### src/hdl/tzc_pkg.sv
// constants, register map and helpers shared by the timer zero counter
package tzc_pkg;
    // register bus
    localparam int ADDR_W = 8;
    localparam int DATA_W = 32;
    localparam logic [1:0] RESP_OKAY = 2'h0;
    localparam logic [1:0] RESP_DECERR = 2'h3;
    // register indices; byte address is four times the index
    localparam logic [7:0] IDX_COUNT = 8'h01;
    localparam logic [7:0] IDX_OPTION = 8'h02;
    localparam logic [7:0] IDX_CTRL = 8'h03;
    localparam logic [7:0] IDX_ICTL = 8'h0B;
    // option register fields
    localparam int OPT_SRC_BIT = 5;
    localparam int OPT_EDGE_BIT = 4;
    localparam int OPT_PSA_BIT = 3;
    localparam int OPT_RATIO_LSB = 0;
    localparam int OPT_RATIO_W = 3;
    // interrupt_control fields
    localparam int ICTL_EN_BIT = 5;
    localparam int ICTL_FLAG_BIT = 2;
    // control register fields
    localparam int CTRL_SLEEP_BIT = 0;
    // reset values and the count maximum
    localparam logic [7:0] COUNT_RST = 8'h00;
    localparam logic [7:0] OPT_RST = 8'h00;
    localparam logic [7:0] CNT_MAX = 8'hFF;
    // timing
    localparam int CLK_HZ = 50_000_000;
    localparam int INSN_HZ = 12_500_000;
    localparam int INSN_DIV_DFLT = CLK_HZ / INSN_HZ;
    localparam logic [1:0] INHIBIT_CYC = 2'h2;

    typedef enum logic [2:0] {
        TZC_SEL_NONE, TZC_SEL_COUNT, TZC_SEL_OPTION, TZC_SEL_CTRL, TZC_SEL_ICTL
    } tzc_sel_e;

    function automatic tzc_sel_e tzc_decode(input logic [ADDR_W-1:0] addr);
        tzc_sel_e sel;
        sel = TZC_SEL_NONE;
        if (addr[1:0] == 2'h0) begin
            unique case (addr[ADDR_W-1:2])
                IDX_COUNT[5:0]: sel = TZC_SEL_COUNT;
                IDX_OPTION[5:0]: sel = TZC_SEL_OPTION;
                IDX_CTRL[5:0]: sel = TZC_SEL_CTRL;
                IDX_ICTL[5:0]: sel = TZC_SEL_ICTL;
                default: sel = TZC_SEL_NONE;
            endcase
        end
        return sel;
    endfunction

    // mask of prescaler bits that must be all ones for an output pulse;
    // the timer sees 1:2 at ratio 0, the watchdog 1:1
    function automatic logic [7:0] tzc_ps_mask(
        input logic [OPT_RATIO_W-1:0] ratio, input logic timer);
        logic [8:0] span;
        span = 9'h001 << ratio;
        if (timer) begin
            span = span << 1;
        end
        return 8'(span - 9'h001);
    endfunction
endpackage

### src/hdl/tzc_edge.sv
// synchroniser and edge detector for the external count input
`timescale 1ns/1ps
module tzc_edge (
    // clock and reset
    input wire logic clk,
    input wire logic rst,
    // raw pin level
    input wire logic din,
    // one-cycle edge pulses
    output logic rise,
    output logic fall
);
    logic meta_q, meta_d;
    logic sync_q, sync_d;
    logic last_q, last_d;

    always_comb begin
        meta_d = din;
        sync_d = meta_q;
        last_d = sync_q;
        // only the settled stages feed the edge decision
        rise = sync_q & ~last_q;
        fall = ~sync_q & last_q;
    end

    always_ff @(posedge clk or posedge rst) begin
        if (rst) begin
            meta_q <= 1'b0;
            sync_q <= 1'b0;
            last_q <= 1'b0;
        end else begin
            meta_q <= meta_d;
            sync_q <= sync_d;
            last_q <= last_d;
        end
    end
endmodule

### src/hdl/tzc_top.sv
// timer zero counter with shared prescaler behind an axi4-lite slave
//
// Notes on behaviour
// - source select clear, no prescaler: count steps every instruction cycle.
// - a count register write stops counting for two instruction cycles.
// - source select set: count advances on external count input edges.
// - edge polarity clear counts rising edges, set counts falling edges.
// - one 8-bit prescaler serves timer or watchdog, never both.
// - prescaler count cannot be read or written by software.
// - wrap from all ones to zero sets the overflow flag.
// - interrupt request only while overflow enable is set.
// - sleep stops the timer, so overflow cannot wake the processor.
//
// The AXI4-Lite interface to the registers was chosen for this implementation.
`timescale 1ns/1ps
module tzc_top
    import tzc_pkg::*;
#(
    parameter int INSN_DIV = INSN_DIV_DFLT
) (
    // clock and reset
    input wire logic MCLK,
    input wire logic RST,
    // write address, data and response channels
    input wire logic [ADDR_W-1:0] AWADDR,
    input wire logic AWVALID,
    output logic AWREADY,
    input wire logic [DATA_W-1:0] WDATA,
    input wire logic [3:0] WSTRB,
    input wire logic WVALID,
    output logic WREADY,
    output logic [1:0] BRESP,
    output logic BVALID,
    input wire logic BREADY,
    // read address and data channels
    input wire logic [ADDR_W-1:0] ARADDR,
    input wire logic ARVALID,
    output logic ARREADY,
    output logic [DATA_W-1:0] RDATA,
    output logic [1:0] RRESP,
    output logic RVALID,
    input wire logic RREADY,
    // external count input and watchdog timebase
    input wire logic EXT_COUNT_IN,
    input wire logic WDT_CLK_EN,
    output logic WDT_TICK,
    // interrupt
    output logic IRQ
);
    localparam int DIV_W = $clog2(INSN_DIV + 1);
    localparam logic [DIV_W-1:0] DIV_LAST = DIV_W'(INSN_DIV - 1);
    // divider, edge capture and timer core
    logic [DIV_W-1:0] div_q, div_d;
    logic tick_q, tick_d, pend_q, pend_d;
    logic ext_rise, ext_fall, ext_hit;
    logic [7:0] count_q, count_d, ps_q, ps_d, mask, opt_q, opt_d;
    logic [1:0] inh_q, inh_d;
    logic en_q, en_d, flag_q, flag_d, sleep_q, sleep_d;
    logic wdt_q, wdt_d, irq_q, irq_d;
    logic raw, adv, ovf, flag_clr;
    // write channel
    logic aw_have_q, aw_have_d, w_have_q, w_have_d;
    logic awready_q, awready_d, wready_q, wready_d;
    logic [ADDR_W-1:0] awaddr_q, awaddr_d;
    logic [7:0] wbyte_q, wbyte_d;
    logic wlane_q, wlane_d, bvalid_q, bvalid_d, wr_fire;
    logic [1:0] bresp_q, bresp_d;
    tzc_sel_e wsel;
    // read channel
    logic arready_q, arready_d, rvalid_q, rvalid_d;
    logic [DATA_W-1:0] rdata_q, rdata_d;
    logic [1:0] rresp_q, rresp_d;
    tzc_sel_e rsel;

    tzc_edge u_edge (.clk(MCLK), .rst(RST), .din(EXT_COUNT_IN),
        .rise(ext_rise), .fall(ext_fall));

    // an edge is held until the next instruction cycle takes it;
    // a new edge in the taking cycle is kept, not lost
    always_comb begin
        div_d = (div_q == DIV_LAST) ? '0 : div_q + DIV_W'(1);
        tick_d = (div_q == DIV_LAST);
        ext_hit = opt_q[OPT_EDGE_BIT] ? ext_fall : ext_rise;
        pend_d = ext_hit | (pend_q & ~tick_q);
    end

    always_ff @(posedge MCLK or posedge RST) begin
        if (RST) begin
            div_q <= '0;
            tick_q <= 1'b0;
            pend_q <= 1'b0;
        end else begin
            div_q <= div_d;
            tick_q <= tick_d;
            pend_q <= pend_d;
        end
    end

    assign wr_fire = aw_have_q & w_have_q & ~bvalid_q;
    assign wsel = tzc_decode(awaddr_q);
    assign rsel = tzc_decode(ARADDR);
    always_comb begin
        count_d = count_q;
        ps_d = ps_q;
        inh_d = inh_q;
        opt_d = opt_q;
        en_d = en_q;
        sleep_d = sleep_q;
        wdt_d = 1'b0;
        raw = 1'b0;
        adv = 1'b0;
        flag_clr = 1'b0;
        mask = tzc_ps_mask(opt_q[OPT_RATIO_LSB +: OPT_RATIO_W],
                           ~opt_q[OPT_PSA_BIT]);
        // sleep masks the instruction-cycle tick to the timer, but not the watchdog path
        if (tick_q && !sleep_q) begin
            if (inh_q != 2'h0) begin
                inh_d = inh_q - 2'h1;
            end else begin
                raw = opt_q[OPT_SRC_BIT] ? pend_q : 1'b1;
            end
        end
        if (opt_q[OPT_PSA_BIT]) begin
            adv = raw;
            if (WDT_CLK_EN) begin
                ps_d = ps_q + 8'h01;
                wdt_d = (ps_q & mask) == mask;
            end
        end else if (raw) begin
            ps_d = ps_q + 8'h01;
            adv = (ps_q & mask) == mask;
        end
        if (adv) begin
            count_d = count_q + 8'h01;
        end
        ovf = adv && (count_q == CNT_MAX);
        if (wr_fire && wlane_q) begin
            unique case (wsel)
                TZC_SEL_COUNT: begin
                    count_d = wbyte_q;
                    inh_d = INHIBIT_CYC;
                    if (!opt_q[OPT_PSA_BIT]) begin
                        ps_d = '0;
                    end
                end
                TZC_SEL_OPTION: begin
                    opt_d = wbyte_q;
                    // a change of owner restarts the prescaler
                    if (wbyte_q[OPT_PSA_BIT] != opt_q[OPT_PSA_BIT]) begin
                        ps_d = '0;
                    end
                end
                TZC_SEL_CTRL: sleep_d = wbyte_q[CTRL_SLEEP_BIT];
                TZC_SEL_ICTL: begin
                    en_d = wbyte_q[ICTL_EN_BIT];
                    flag_clr = wbyte_q[ICTL_FLAG_BIT];
                end
                TZC_SEL_NONE: flag_clr = 1'b0;
            endcase
        end
        flag_d = ovf | (flag_q & ~flag_clr);
        irq_d = flag_d & en_d;
    end

    always_ff @(posedge MCLK or posedge RST) begin
        if (RST) begin
            count_q <= COUNT_RST;
            ps_q <= '0;
            inh_q <= 2'h0;
            opt_q <= OPT_RST;
            en_q <= 1'b0;
            flag_q <= 1'b0;
            sleep_q <= 1'b0;
            wdt_q <= 1'b0;
            irq_q <= 1'b0;
        end else begin
            count_q <= count_d;
            ps_q <= ps_d;
            inh_q <= inh_d;
            opt_q <= opt_d;
            en_q <= en_d;
            flag_q <= flag_d;
            sleep_q <= sleep_d;
            wdt_q <= wdt_d;
            irq_q <= irq_d;
        end
    end

    // write side: address and data are taken in any order, one write at a time
    always_comb begin
        aw_have_d = aw_have_q;
        w_have_d = w_have_q;
        awaddr_d = awaddr_q;
        wbyte_d = wbyte_q;
        wlane_d = wlane_q;
        bvalid_d = bvalid_q;
        bresp_d = bresp_q;
        if (AWVALID && awready_q) begin
            aw_have_d = 1'b1;
            awaddr_d = AWADDR;
        end
        if (WVALID && wready_q) begin
            w_have_d = 1'b1;
            wbyte_d = WDATA[7:0];
            wlane_d = WSTRB[0];
        end
        if (bvalid_q && BREADY) begin
            bvalid_d = 1'b0;
        end
        if (wr_fire) begin
            aw_have_d = 1'b0;
            w_have_d = 1'b0;
            bvalid_d = 1'b1;
            bresp_d = (wsel == TZC_SEL_NONE) ? RESP_DECERR : RESP_OKAY;
        end
        awready_d = ~aw_have_d & ~bvalid_d;
        wready_d = ~w_have_d & ~bvalid_d;
    end

    always_ff @(posedge MCLK or posedge RST) begin
        if (RST) begin
            aw_have_q <= 1'b0;
            w_have_q <= 1'b0;
            awready_q <= 1'b0;
            wready_q <= 1'b0;
            awaddr_q <= '0;
            wbyte_q <= 8'h00;
            wlane_q <= 1'b0;
            bvalid_q <= 1'b0;
            bresp_q <= RESP_OKAY;
        end else begin
            aw_have_q <= aw_have_d;
            w_have_q <= w_have_d;
            awready_q <= awready_d;
            wready_q <= wready_d;
            awaddr_q <= awaddr_d;
            wbyte_q <= wbyte_d;
            wlane_q <= wlane_d;
            bvalid_q <= bvalid_d;
            bresp_q <= bresp_d;
        end
    end

    // read side; the prescaler has no address of its own
    always_comb begin
        rvalid_d = rvalid_q;
        rdata_d = rdata_q;
        rresp_d = rresp_q;
        if (rvalid_q && RREADY) begin
            rvalid_d = 1'b0;
        end
        if (ARVALID && arready_q) begin
            rvalid_d = 1'b1;
            rresp_d = RESP_OKAY;
            rdata_d = '0;
            unique case (rsel)
                TZC_SEL_COUNT: rdata_d[7:0] = count_q;
                TZC_SEL_OPTION: rdata_d[7:0] = opt_q;
                TZC_SEL_CTRL: rdata_d[CTRL_SLEEP_BIT] = sleep_q;
                TZC_SEL_ICTL: begin
                    rdata_d[ICTL_EN_BIT] = en_q;
                    rdata_d[ICTL_FLAG_BIT] = flag_q;
                end
                TZC_SEL_NONE: rresp_d = RESP_DECERR;
            endcase
        end
        arready_d = ~rvalid_d;
    end

    always_ff @(posedge MCLK or posedge RST) begin
        if (RST) begin
            arready_q <= 1'b0;
            rvalid_q <= 1'b0;
            rdata_q <= '0;
            rresp_q <= RESP_OKAY;
        end else begin
            arready_q <= arready_d;
            rvalid_q <= rvalid_d;
            rdata_q <= rdata_d;
            rresp_q <= rresp_d;
        end
    end

    assign AWREADY = awready_q;
    assign WREADY = wready_q;
    assign BVALID = bvalid_q;
    assign BRESP = bresp_q;
    assign ARREADY = arready_q;
    assign RVALID = rvalid_q;
    assign RDATA = rdata_q;
    assign RRESP = rresp_q;
    assign WDT_TICK = wdt_q;
    assign IRQ = irq_q;
endmodule

### config.mk
export PLATFORM = sky130hd
export DESIGN_NAME = tzc_top
export DESIGN_NICKNAME = d
export VERILOG_FILES = /design/src/hdl/tzc_pkg.sv /design/src/hdl/tzc_edge.sv /design/src/hdl/tzc_top.sv
export SDC_FILE = /design/constraint.sdc
export NUM_CORES = 1
export LEC_CHECK = 0
export BUFFER_PORTS_ARGS = -buffer_cell sky130_fd_sc_hd__clkbuf_2
export CAP_MARGIN = 20
export CORE_UTILIZATION = 56
export DETAILED_ROUTE_END_ITERATION = 6
export PLACE_DENSITY = 0.92
export SLEW_MARGIN = 0
export SYNTH_ARGS = -nofsm -noshare
export SYNTH_HDL_FRONTEND = slang
export SYNTH_SLANG_ARGS = --single-unit
### constraint.sdc
create_clock -name MCLK -period 5.8 [get_ports MCLK]
set_input_delay 0.58 -clock MCLK [delete_from_list [all_inputs] [get_ports MCLK]]
set_output_delay 0.58 -clock MCLK [all_outputs]
set_load 0.01 [all_outputs]
==> results.py, run 1 <==
metrics = {
    "outcome": {
        "status": "finished, final reports clean",
    },
    "timing": {
        "finalCriticalPeriod_ps": 3520,
        "rsz0062_at_grt": "false",
        "setup_violations": 0,
        "max_freq_ghz": 0.284,
        "final.period_utilization": 0.608,
        "hold_viol_final": 0,
        "setup-tns-final_ps": 0,
        "worst_pin_slew_ps": 1010,
        "max_slew_margin": 0.324,
        "drv_slew": 0,
        "clock_skew_ps": 10.4,
    },
    "yosys": {
        "synth_cells": 362,
        "ys_seq_area_frac": 0.496,
        "synthAdderAreaFrac": 0.0136,
        "async_flop_share": 1.00,
        "yosys_warnings": 0,
        "avgSynthCellArea_sq_um": 10.2,
        "synth_top_family_by_area": "simple AND/OR/NAND/NOR gates",
        "synth_common_cells": "dfrtp_1, nor2_1, nand2_1",
        "synthFlopType": "dfrtp_1",
        "synth.area.mux_share": 0.0849,
        "synth_edf_count": 0,
        "yosysTopAreaCell": "dfrtp_1",
        "synth_area_leaders": "dfrtp_1, mux2_2, buf_4, nor2_1, nand2_1",
        "syn_area_sq_mm": 0.00369,
        "synth-compound-area-share": 0.109,
        "synthXorXnorAreaFrac": 0.0190,
        "ys_types": 53,
        "synth_top_area_share": 0.496,
        "synth.most_common_cell": "dfrtp_1",
        "ys_seq_elements": 73,
        "synth_simple_gate_area_frac": 0.196,
    },
    "setup_path": {
        "cp_slowest_cell": "dfrtp_1",
        "worstPathArrival_ps": 3800,
        "critPathCaptureType": "register",
        "slowest_delay_ps": 660,
        "cp_data_required_time_ps": 6080,
        "cp_cell_sequence": "nor4b_4, inv_1, ha_1, or4b_2, o22ai_1, or4_4, o41a_1, or4_1, a31oi_1",
        "critPathMaxFanout": 18,
        "start_kind": "register",
        "path_class": "register to register",
    },
    "grt": {
        "grt_usage": 0.219,
        "antenna_found_initial": 0,
        "grt_max_degree": 74,
        "grt_overflow_total": 0,
        "grt_pass1_wl_mm": 11.9,
        "grt_pass1_vias": 2735,
    },
    "place": {
        "place_inst": 476,
        "gp_congestion": 0.826,
        "hpwl_mm": 5.07,
        "port_buffers": 52,
    },
    "detailed_routing": {
        "vias": 2774,
        "vias_per_cell": 5.64,
        "route.final.wire_length_mm": 7.00,
        "drc_errors": 0,
        "ant_nets": 0,
        "first_pass_iters": 4,
        "drt_iter0_drc": 143,
        "routedWlPerCell_microns": 14.2,
    },
    "cts": {
        "post_cts_buffers": 0,
        "htree_levels": 3,
        "clockBufferDepth": 2,
        "ctsHoldBuffers": 0,
        "cts_sinks": 73,
        "cts_resized": 0,
        "clockRootBuffer": "clkbuf_8",
        "cts.clk_slew.worst_paths_ps": 80,
        "cts_buffers": 9,
        "cts_tree": "yes",
        "worstSkewPairLatency_ps": 350,
    },
    "layout": {
        "drive_gt1_frac": 0.248,
        "fin_nets": 475,
        "area_growth_pct": 12.2,
        "antenna_cells": 0,
        "final_cells": 492,
    },
    "pwr": {
        "powerDensity_mw_per_mm2": 419,
        "p_sw_uw": 567,
        "p_comb_frac": 0.250,
        "pwr-share-seq": 0.463,
        "p_clk_frac": 0.286,
        "ir_drop_v": 0.000282,
        "netSwitchingFraction": 0.327,
        "intPower_uw": 1170,
        "total_leakage_power_uw": 0.00188,
    },
    "die": {
        "dieArea_sq_mm": 0.00691,
        "rows": 29,
        "ios": 104,
        "dieWidth_microns": 83.1,
        "coreArea_sq_mm": 0.00635,
        "initial_utilization": 0.580,
        "fp.dieH_microns": 83.1,
    },
    "flow_run": {
        "maxCapViolations": 0,
    },
    "min_path": {
        "hp-class": "primary input to register",
    },
}
==> registers in the layout, summed over array words and instances (netlist names), 2 cells and up <==
name / count
opt_q: 8
ps_q: 8
count_q: 8
awaddr_q: 8
wbyte_q: 8
RDATA: 8
inh_q: 2
div_q: 3
==> routing by layer <==
metal  GRT usage  share of wire  wire length (microns)
met1       0.261           0.42                   2940
met2       0.370           0.50                   3510
met3      0.0517          0.051                    354
met4       0.113          0.030                    207
met5           0              0                      0
==> cells by family after synthesis <==
kind of cell    Yosys count
xor+xnor                  8
other cells               1
buf+inv                  51
fa+ha+maj                 4
compound gates           64
simple gates            133
mux                      28
flops                    73
==> power groups by stage <==
stage | sequential (uW) | combinational [uW] | clock (uW)
2_1_floorplan | 770 | 351 | 0
3_3_place_gp | 799 | 409 | 0
3_5_place_dp | 812 | 436 | 0
4_1_cts | 801 | 437 | 503
5_1_grt | 825 | 484 | 523
6_report | 803 | 434 | 496
==> cell usage in the layout, fill, tap and decap left out, drive strengths merged, types with 3 or more instances in the layout <==
cell and instances:
and2 4, nand2b 4, nand3b 3, or4 5, nand3 7, and4 3, nor2 39, a31oi 7
mux2 26, nand4 3, o211ai 3, inv 12, conb 24, bufinv 3, nor3b 3, nand4b 3
nor2b 9, ha 4, nor3 5, a22oi 5, a21oi 20, nand2 27, o21ai 12, clkbuf 62
and3 3, xnor2 6, dfrtp 73, or3 4
==> path summary, 6_finish.rpt <==
check | from | slack [ps] | cells past startpoint | to
setup / recovery | opt_q[3]$_DFFE_PP0P_ | 2280 | 9 | count_q[7]$_DFF_PP0_
max in group asynchronous | RST | 4750 | 3 | IRQ$_DFF_PP0_
hold / removal | EXT_COUNT_IN | 330 | 1 | u_edge.meta_q$_DFF_PP0_
setup reg to reg | opt_q[3]$_DFFE_PP0P_ | 2280 | 9 | count_q[7]$_DFF_PP0_
hold reg to reg | u_edge.meta_q$_DFF_PP0_ | 350 | 0 | u_edge.last_d$_DFF_PP0_
min in group asynchronous | RST | 460 | 3 | WREADY$_DFF_PP0_
==> through the flow <==
step	setup slack (ps)	power, uW	cell area (sq um)	hold slack [ps]	util
2_1_floorplan	2720	1120	3770	331	-
3_3_place_gp	2420	1210	3880	335	0.611
3_5_place_dp	2340	1250	3880	337	0.611
4_1_cts	2320	1740	4140	329	0.651
5_1_grt	2060	1830	4140	323	0.651
6_report	2280	1730	4140	334	0.651
==> critical path, delay by kind of cell, from the launching register on <==
family / cells / cell delay, ps
AOI/OAI and AO/OA: 3 / 870
buffers and inverters: 1 / 70
adders and majority gates: 1 / 300
DFF: 1 / 660
and+or+nand+nor: 4 / 1530
==> final cells by class <==
type / count / area [sq um]
Tap cell: 77 / 96.3
Clock inverter: 6 / 115
Sequential cell: 73 / 1830
Fill cell: 490 / 2210
Clock buffer: 10 / 138
Timing Repair Buffer: 53 / 268
Inverter: 12 / 45.0
Multi-Input combinational cell: 261 / 1650
(Power assumes the default switching activity.)
==> run 2, diff against run 1 <==
--- a/config.mk
+++ b/config.mk
@@ -7,9 +7,9 @@
 export LEC_CHECK = 0
 export BUFFER_PORTS_ARGS = -buffer_cell sky130_fd_sc_hd__clkbuf_2
 export CAP_MARGIN = 20
-export CORE_UTILIZATION = 56
+export CORE_UTILIZATION = 47
 export DETAILED_ROUTE_END_ITERATION = 6
-export PLACE_DENSITY = 0.92
+export PLACE_DENSITY = 0.83
 export SLEW_MARGIN = 0
 export SYNTH_ARGS = -nofsm -noshare
 export SYNTH_HDL_FRONTEND = slang
==> constraint.sdc (replaced) <==
create_clock -name MCLK -period 2.95 [get_ports MCLK]
set_input_delay 0.295 -clock MCLK [delete_from_list [all_inputs] [get_ports MCLK]]
set_output_delay 0.295 -clock MCLK [all_outputs]
set_load 0.01 [all_outputs]
==> run 2 against run 1 <==
Effect of this change:
- register-to-register slack lost 2200 ps
- die area grew 19%
- first-iteration DRC count shrank 12%
- power grew 97%
- setup slack lost 2200 ps
- fmax grew 21%
- flip-flop and latch count is the same
- clock power grew 48%
- clock-buffer cell count grew 1
- combinational power grew to 2.5 times the previous value
- hold slack lost 290 ps
- critical endpoint is now IRQ$_DFF_PP0_
- largest power group unchanged
- highest routed layer unchanged
==> results.py, run 2 (synthesis gave the netlist of run 1 again) <==
metrics = {
    "outcome": {
        "status": "finished, final reports clean",
    },
    "grt": {
        "grt_overflow_total": 0,
        "grt_pass1_wl_mm": 13.3,
        "antenna_found_initial": 0,
        "grt_pass1_vias": 2842,
        "grt_max_degree": 40,
        "grt_usage": 0.208,
    },
    "layout": {
        "antenna_cells": 0,
        "area_growth_pct": 17.0,
        "layout_commonest_cell": "dfrtp_1",
        "final_cell_mix": "dfrtp_1, clkbuf_2, nor2_1",
        "drive_gt1_frac": 0.296,
        "fin_nets": 497,
    },
    "timing": {
        "finalCriticalPeriod_ps": 2910,
        "drv_slew": 0,
        "setup_ws_ps": 39.2,
        "max_freq_ghz": 0.344,
        "max_slew_margin": 0.484,
        "hold_viol_final": 0,
        "setup-tns-final_ps": 0,
        "worst_pin_slew_ps": 767,
        "rsz0062_at_grt": "true",
        "clock_skew_ps": 5.77,
        "setup_violations": 0,
        "final.period_utilization": 0.987,
    },
    "detailed_routing": {
        "first_pass_iters": 5,
        "routedWlPerCell_microns": 14.8,
        "drt_iter0_drc": 126,
        "vias": 2919,
        "vias_per_cell": 5.46,
        "ant_nets": 0,
        "drc_errors": 0,
        "route.final.wire_length_mm": 7.94,
    },
    "cts": {
        "cts.clk_slew.worst_paths_ps": 70,
        "cts_tree": "yes",
        "htree_levels": 3,
        "worstSkewPairLatency_ps": 350,
        "clockRootBuffer": "clkbuf_8",
        "clockBufferDepth": 2,
        "cts_buffers": 9,
        "cts_sinks": 73,
    },
    "die": {
        "ios": 104,
        "fp.dieH_microns": 90.6,
        "initial_utilization": 0.498,
        "rows": 31,
        "dieWidth_microns": 90.6,
        "coreArea_sq_mm": 0.00741,
        "dieArea_sq_mm": 0.00820,
    },
    "setup_path": {
        "path_class": "register to register",
        "rrSetupSlack_ps": 40,
        "cp_slowest_cell": "or4_4",
        "critPathCaptureType": "register",
        "cp_cell_sequence": "buf_4, xnor2_2, nand2_1, ha_4, or4b_4, o22ai_2, or4_4, o41a_1, or3_1, a21boi_1",
        "r2r-start": "opt_q[0]$_DFFE_PP0P_",
        "crit_family": "simple AND/OR/NAND/NOR gates",
        "worstPathBufferInverterCount": 1,
        "slowest_delay_ps": 540,
        "critPathMaxFanout": 7,
        "worstPathArrival_ps": 3190,
        "rr_worst_depth": 10,
        "start_kind": "register",
        "r2r-end": "IRQ$_DFF_PP0_",
        "cp_data_required_time_ps": 3230,
        "cp_num_cells": 10,
    },
    "place": {
        "gp_congestion": 0.878,
        "hpwl_mm": 5.55,
        "port_buffers": 52,
        "place_ws_ps": -100,
    },
    "pwr": {
        "ir_drop_v": 0.000514,
        "total_leakage_power_uw": 0.00198,
        "powerDensity_mw_per_mm2": 790,
    },
    "min_path": {
        "hp-class": "primary input to asynchronous set/reset pin",
    },
    "flow_run": {
        "maxCapViolations": 0,
    },
}
run 2: cell count changes in the layout (fill, tap and decap cells not counted), moves of 2 or more:
cell	previous run	this run
bufinv_16	3	1
clkinv_4	2	0
buf_4	1	21
a21boi_0	2	0
clkinv_2	0	3
clkbuf_1	0	2
dfrtp_2	0	2
a21boi_1	0	2
dfrtp_1	73	71
run 2: area by class of cell:
cell class                      count  area [sq um]
Fill cell                         608          3100
Sequential cell                    73          1830
Multi-Input combinational cell    262          1700
Timing Repair Buffer               74           438
Clock buffer                       11           131
Tap cell                           99           124
Clock inverter                      4          45.0
Inverter                           12          45.0
run 2: what timing repair did:
| action | in CTS | in global routing |
|---|---|---|
| pin swaps | 4 | 3 |
| gates resized for setup | 3 | 10 |
| cloned | 1 | 0 |
| buffers inserted | 2 | 2 |
| hold buffers | 0 | 0 |
| setup endpoints to repair | 5 | 10 |
run 2: worst register-to-register path, stage by stage (launching register included):
cell and delay, ps:
dfrtp_2 430, buf_4 150, xnor2_2 160, nand2_1 110, ha_4 190, or4b_4 200, o22ai_2 50, or4_4 540
o41a_1 410, or3_1 430, a21boi_1 170
run 2: where the power goes:
group | leakage, uW | switching, uW | internal, uW
combinational | 0.000978 | 528 | 569
clock | 0.0000929 | 354 | 382
sequential | 0.000905 | 286 | 1290
total | 0.00198 | 1170 | 2240
run 2: through the flow:
stage	area (sq um)	hold slack [ps]	power (uW)	util	cells
2_1_floorplan	3770	326	2200	-	385
3_3_place_gp	4050	335	2480	0.547	515
3_5_place_dp	4050	342	2550	0.547	515
4_1_cts	4260	41.6	3340	0.575	533
5_1_grt	4310	43.8	3610	0.582	535
6_report	4310	44.8	3410	0.582	535
run 2: how the worst max path moves through the flow:
stage / to / slack, ps / start
detailed placement: count_q[7]$_DFF_PP0_ / -100 / opt_q[0]$_DFFE_PP0P_
floorplan: count_q[7]$_DFF_PP0_ / 30 / opt_q[0]$_DFFE_PP0P_
CTS: count_q[7]$_DFF_PP0_ / 6 / opt_q[0]$_DFFE_PP0P_
global placement: count_q[7]$_DFF_PP0_ / -30 / opt_q[0]$_DFFE_PP0P_
global route: count_q[7]$_DFF_PP0_ / -70 / opt_q[0]$_DFFE_PP0P_
finish: IRQ$_DFF_PP0_ / 40 / opt_q[0]$_DFFE_PP0P_
run 2: layer usage:
| metal | wire, microns | vias to the layer above | GRT usage | part of all wire |
|---|---|---|---|---|
| met1 | 3310 | 1397 | 0.259 | 0.42 |
| met2 | 3800 | 124 | 0.333 | 0.48 |
| met4 | 237 | 0 | 0.101 | 0.030 |
| met5 | 0 | - | 0 | 0 |
| met3 | 580 | 20 | 0.0581 | 0.073 |
| li1 | - | 1378 | - | - |
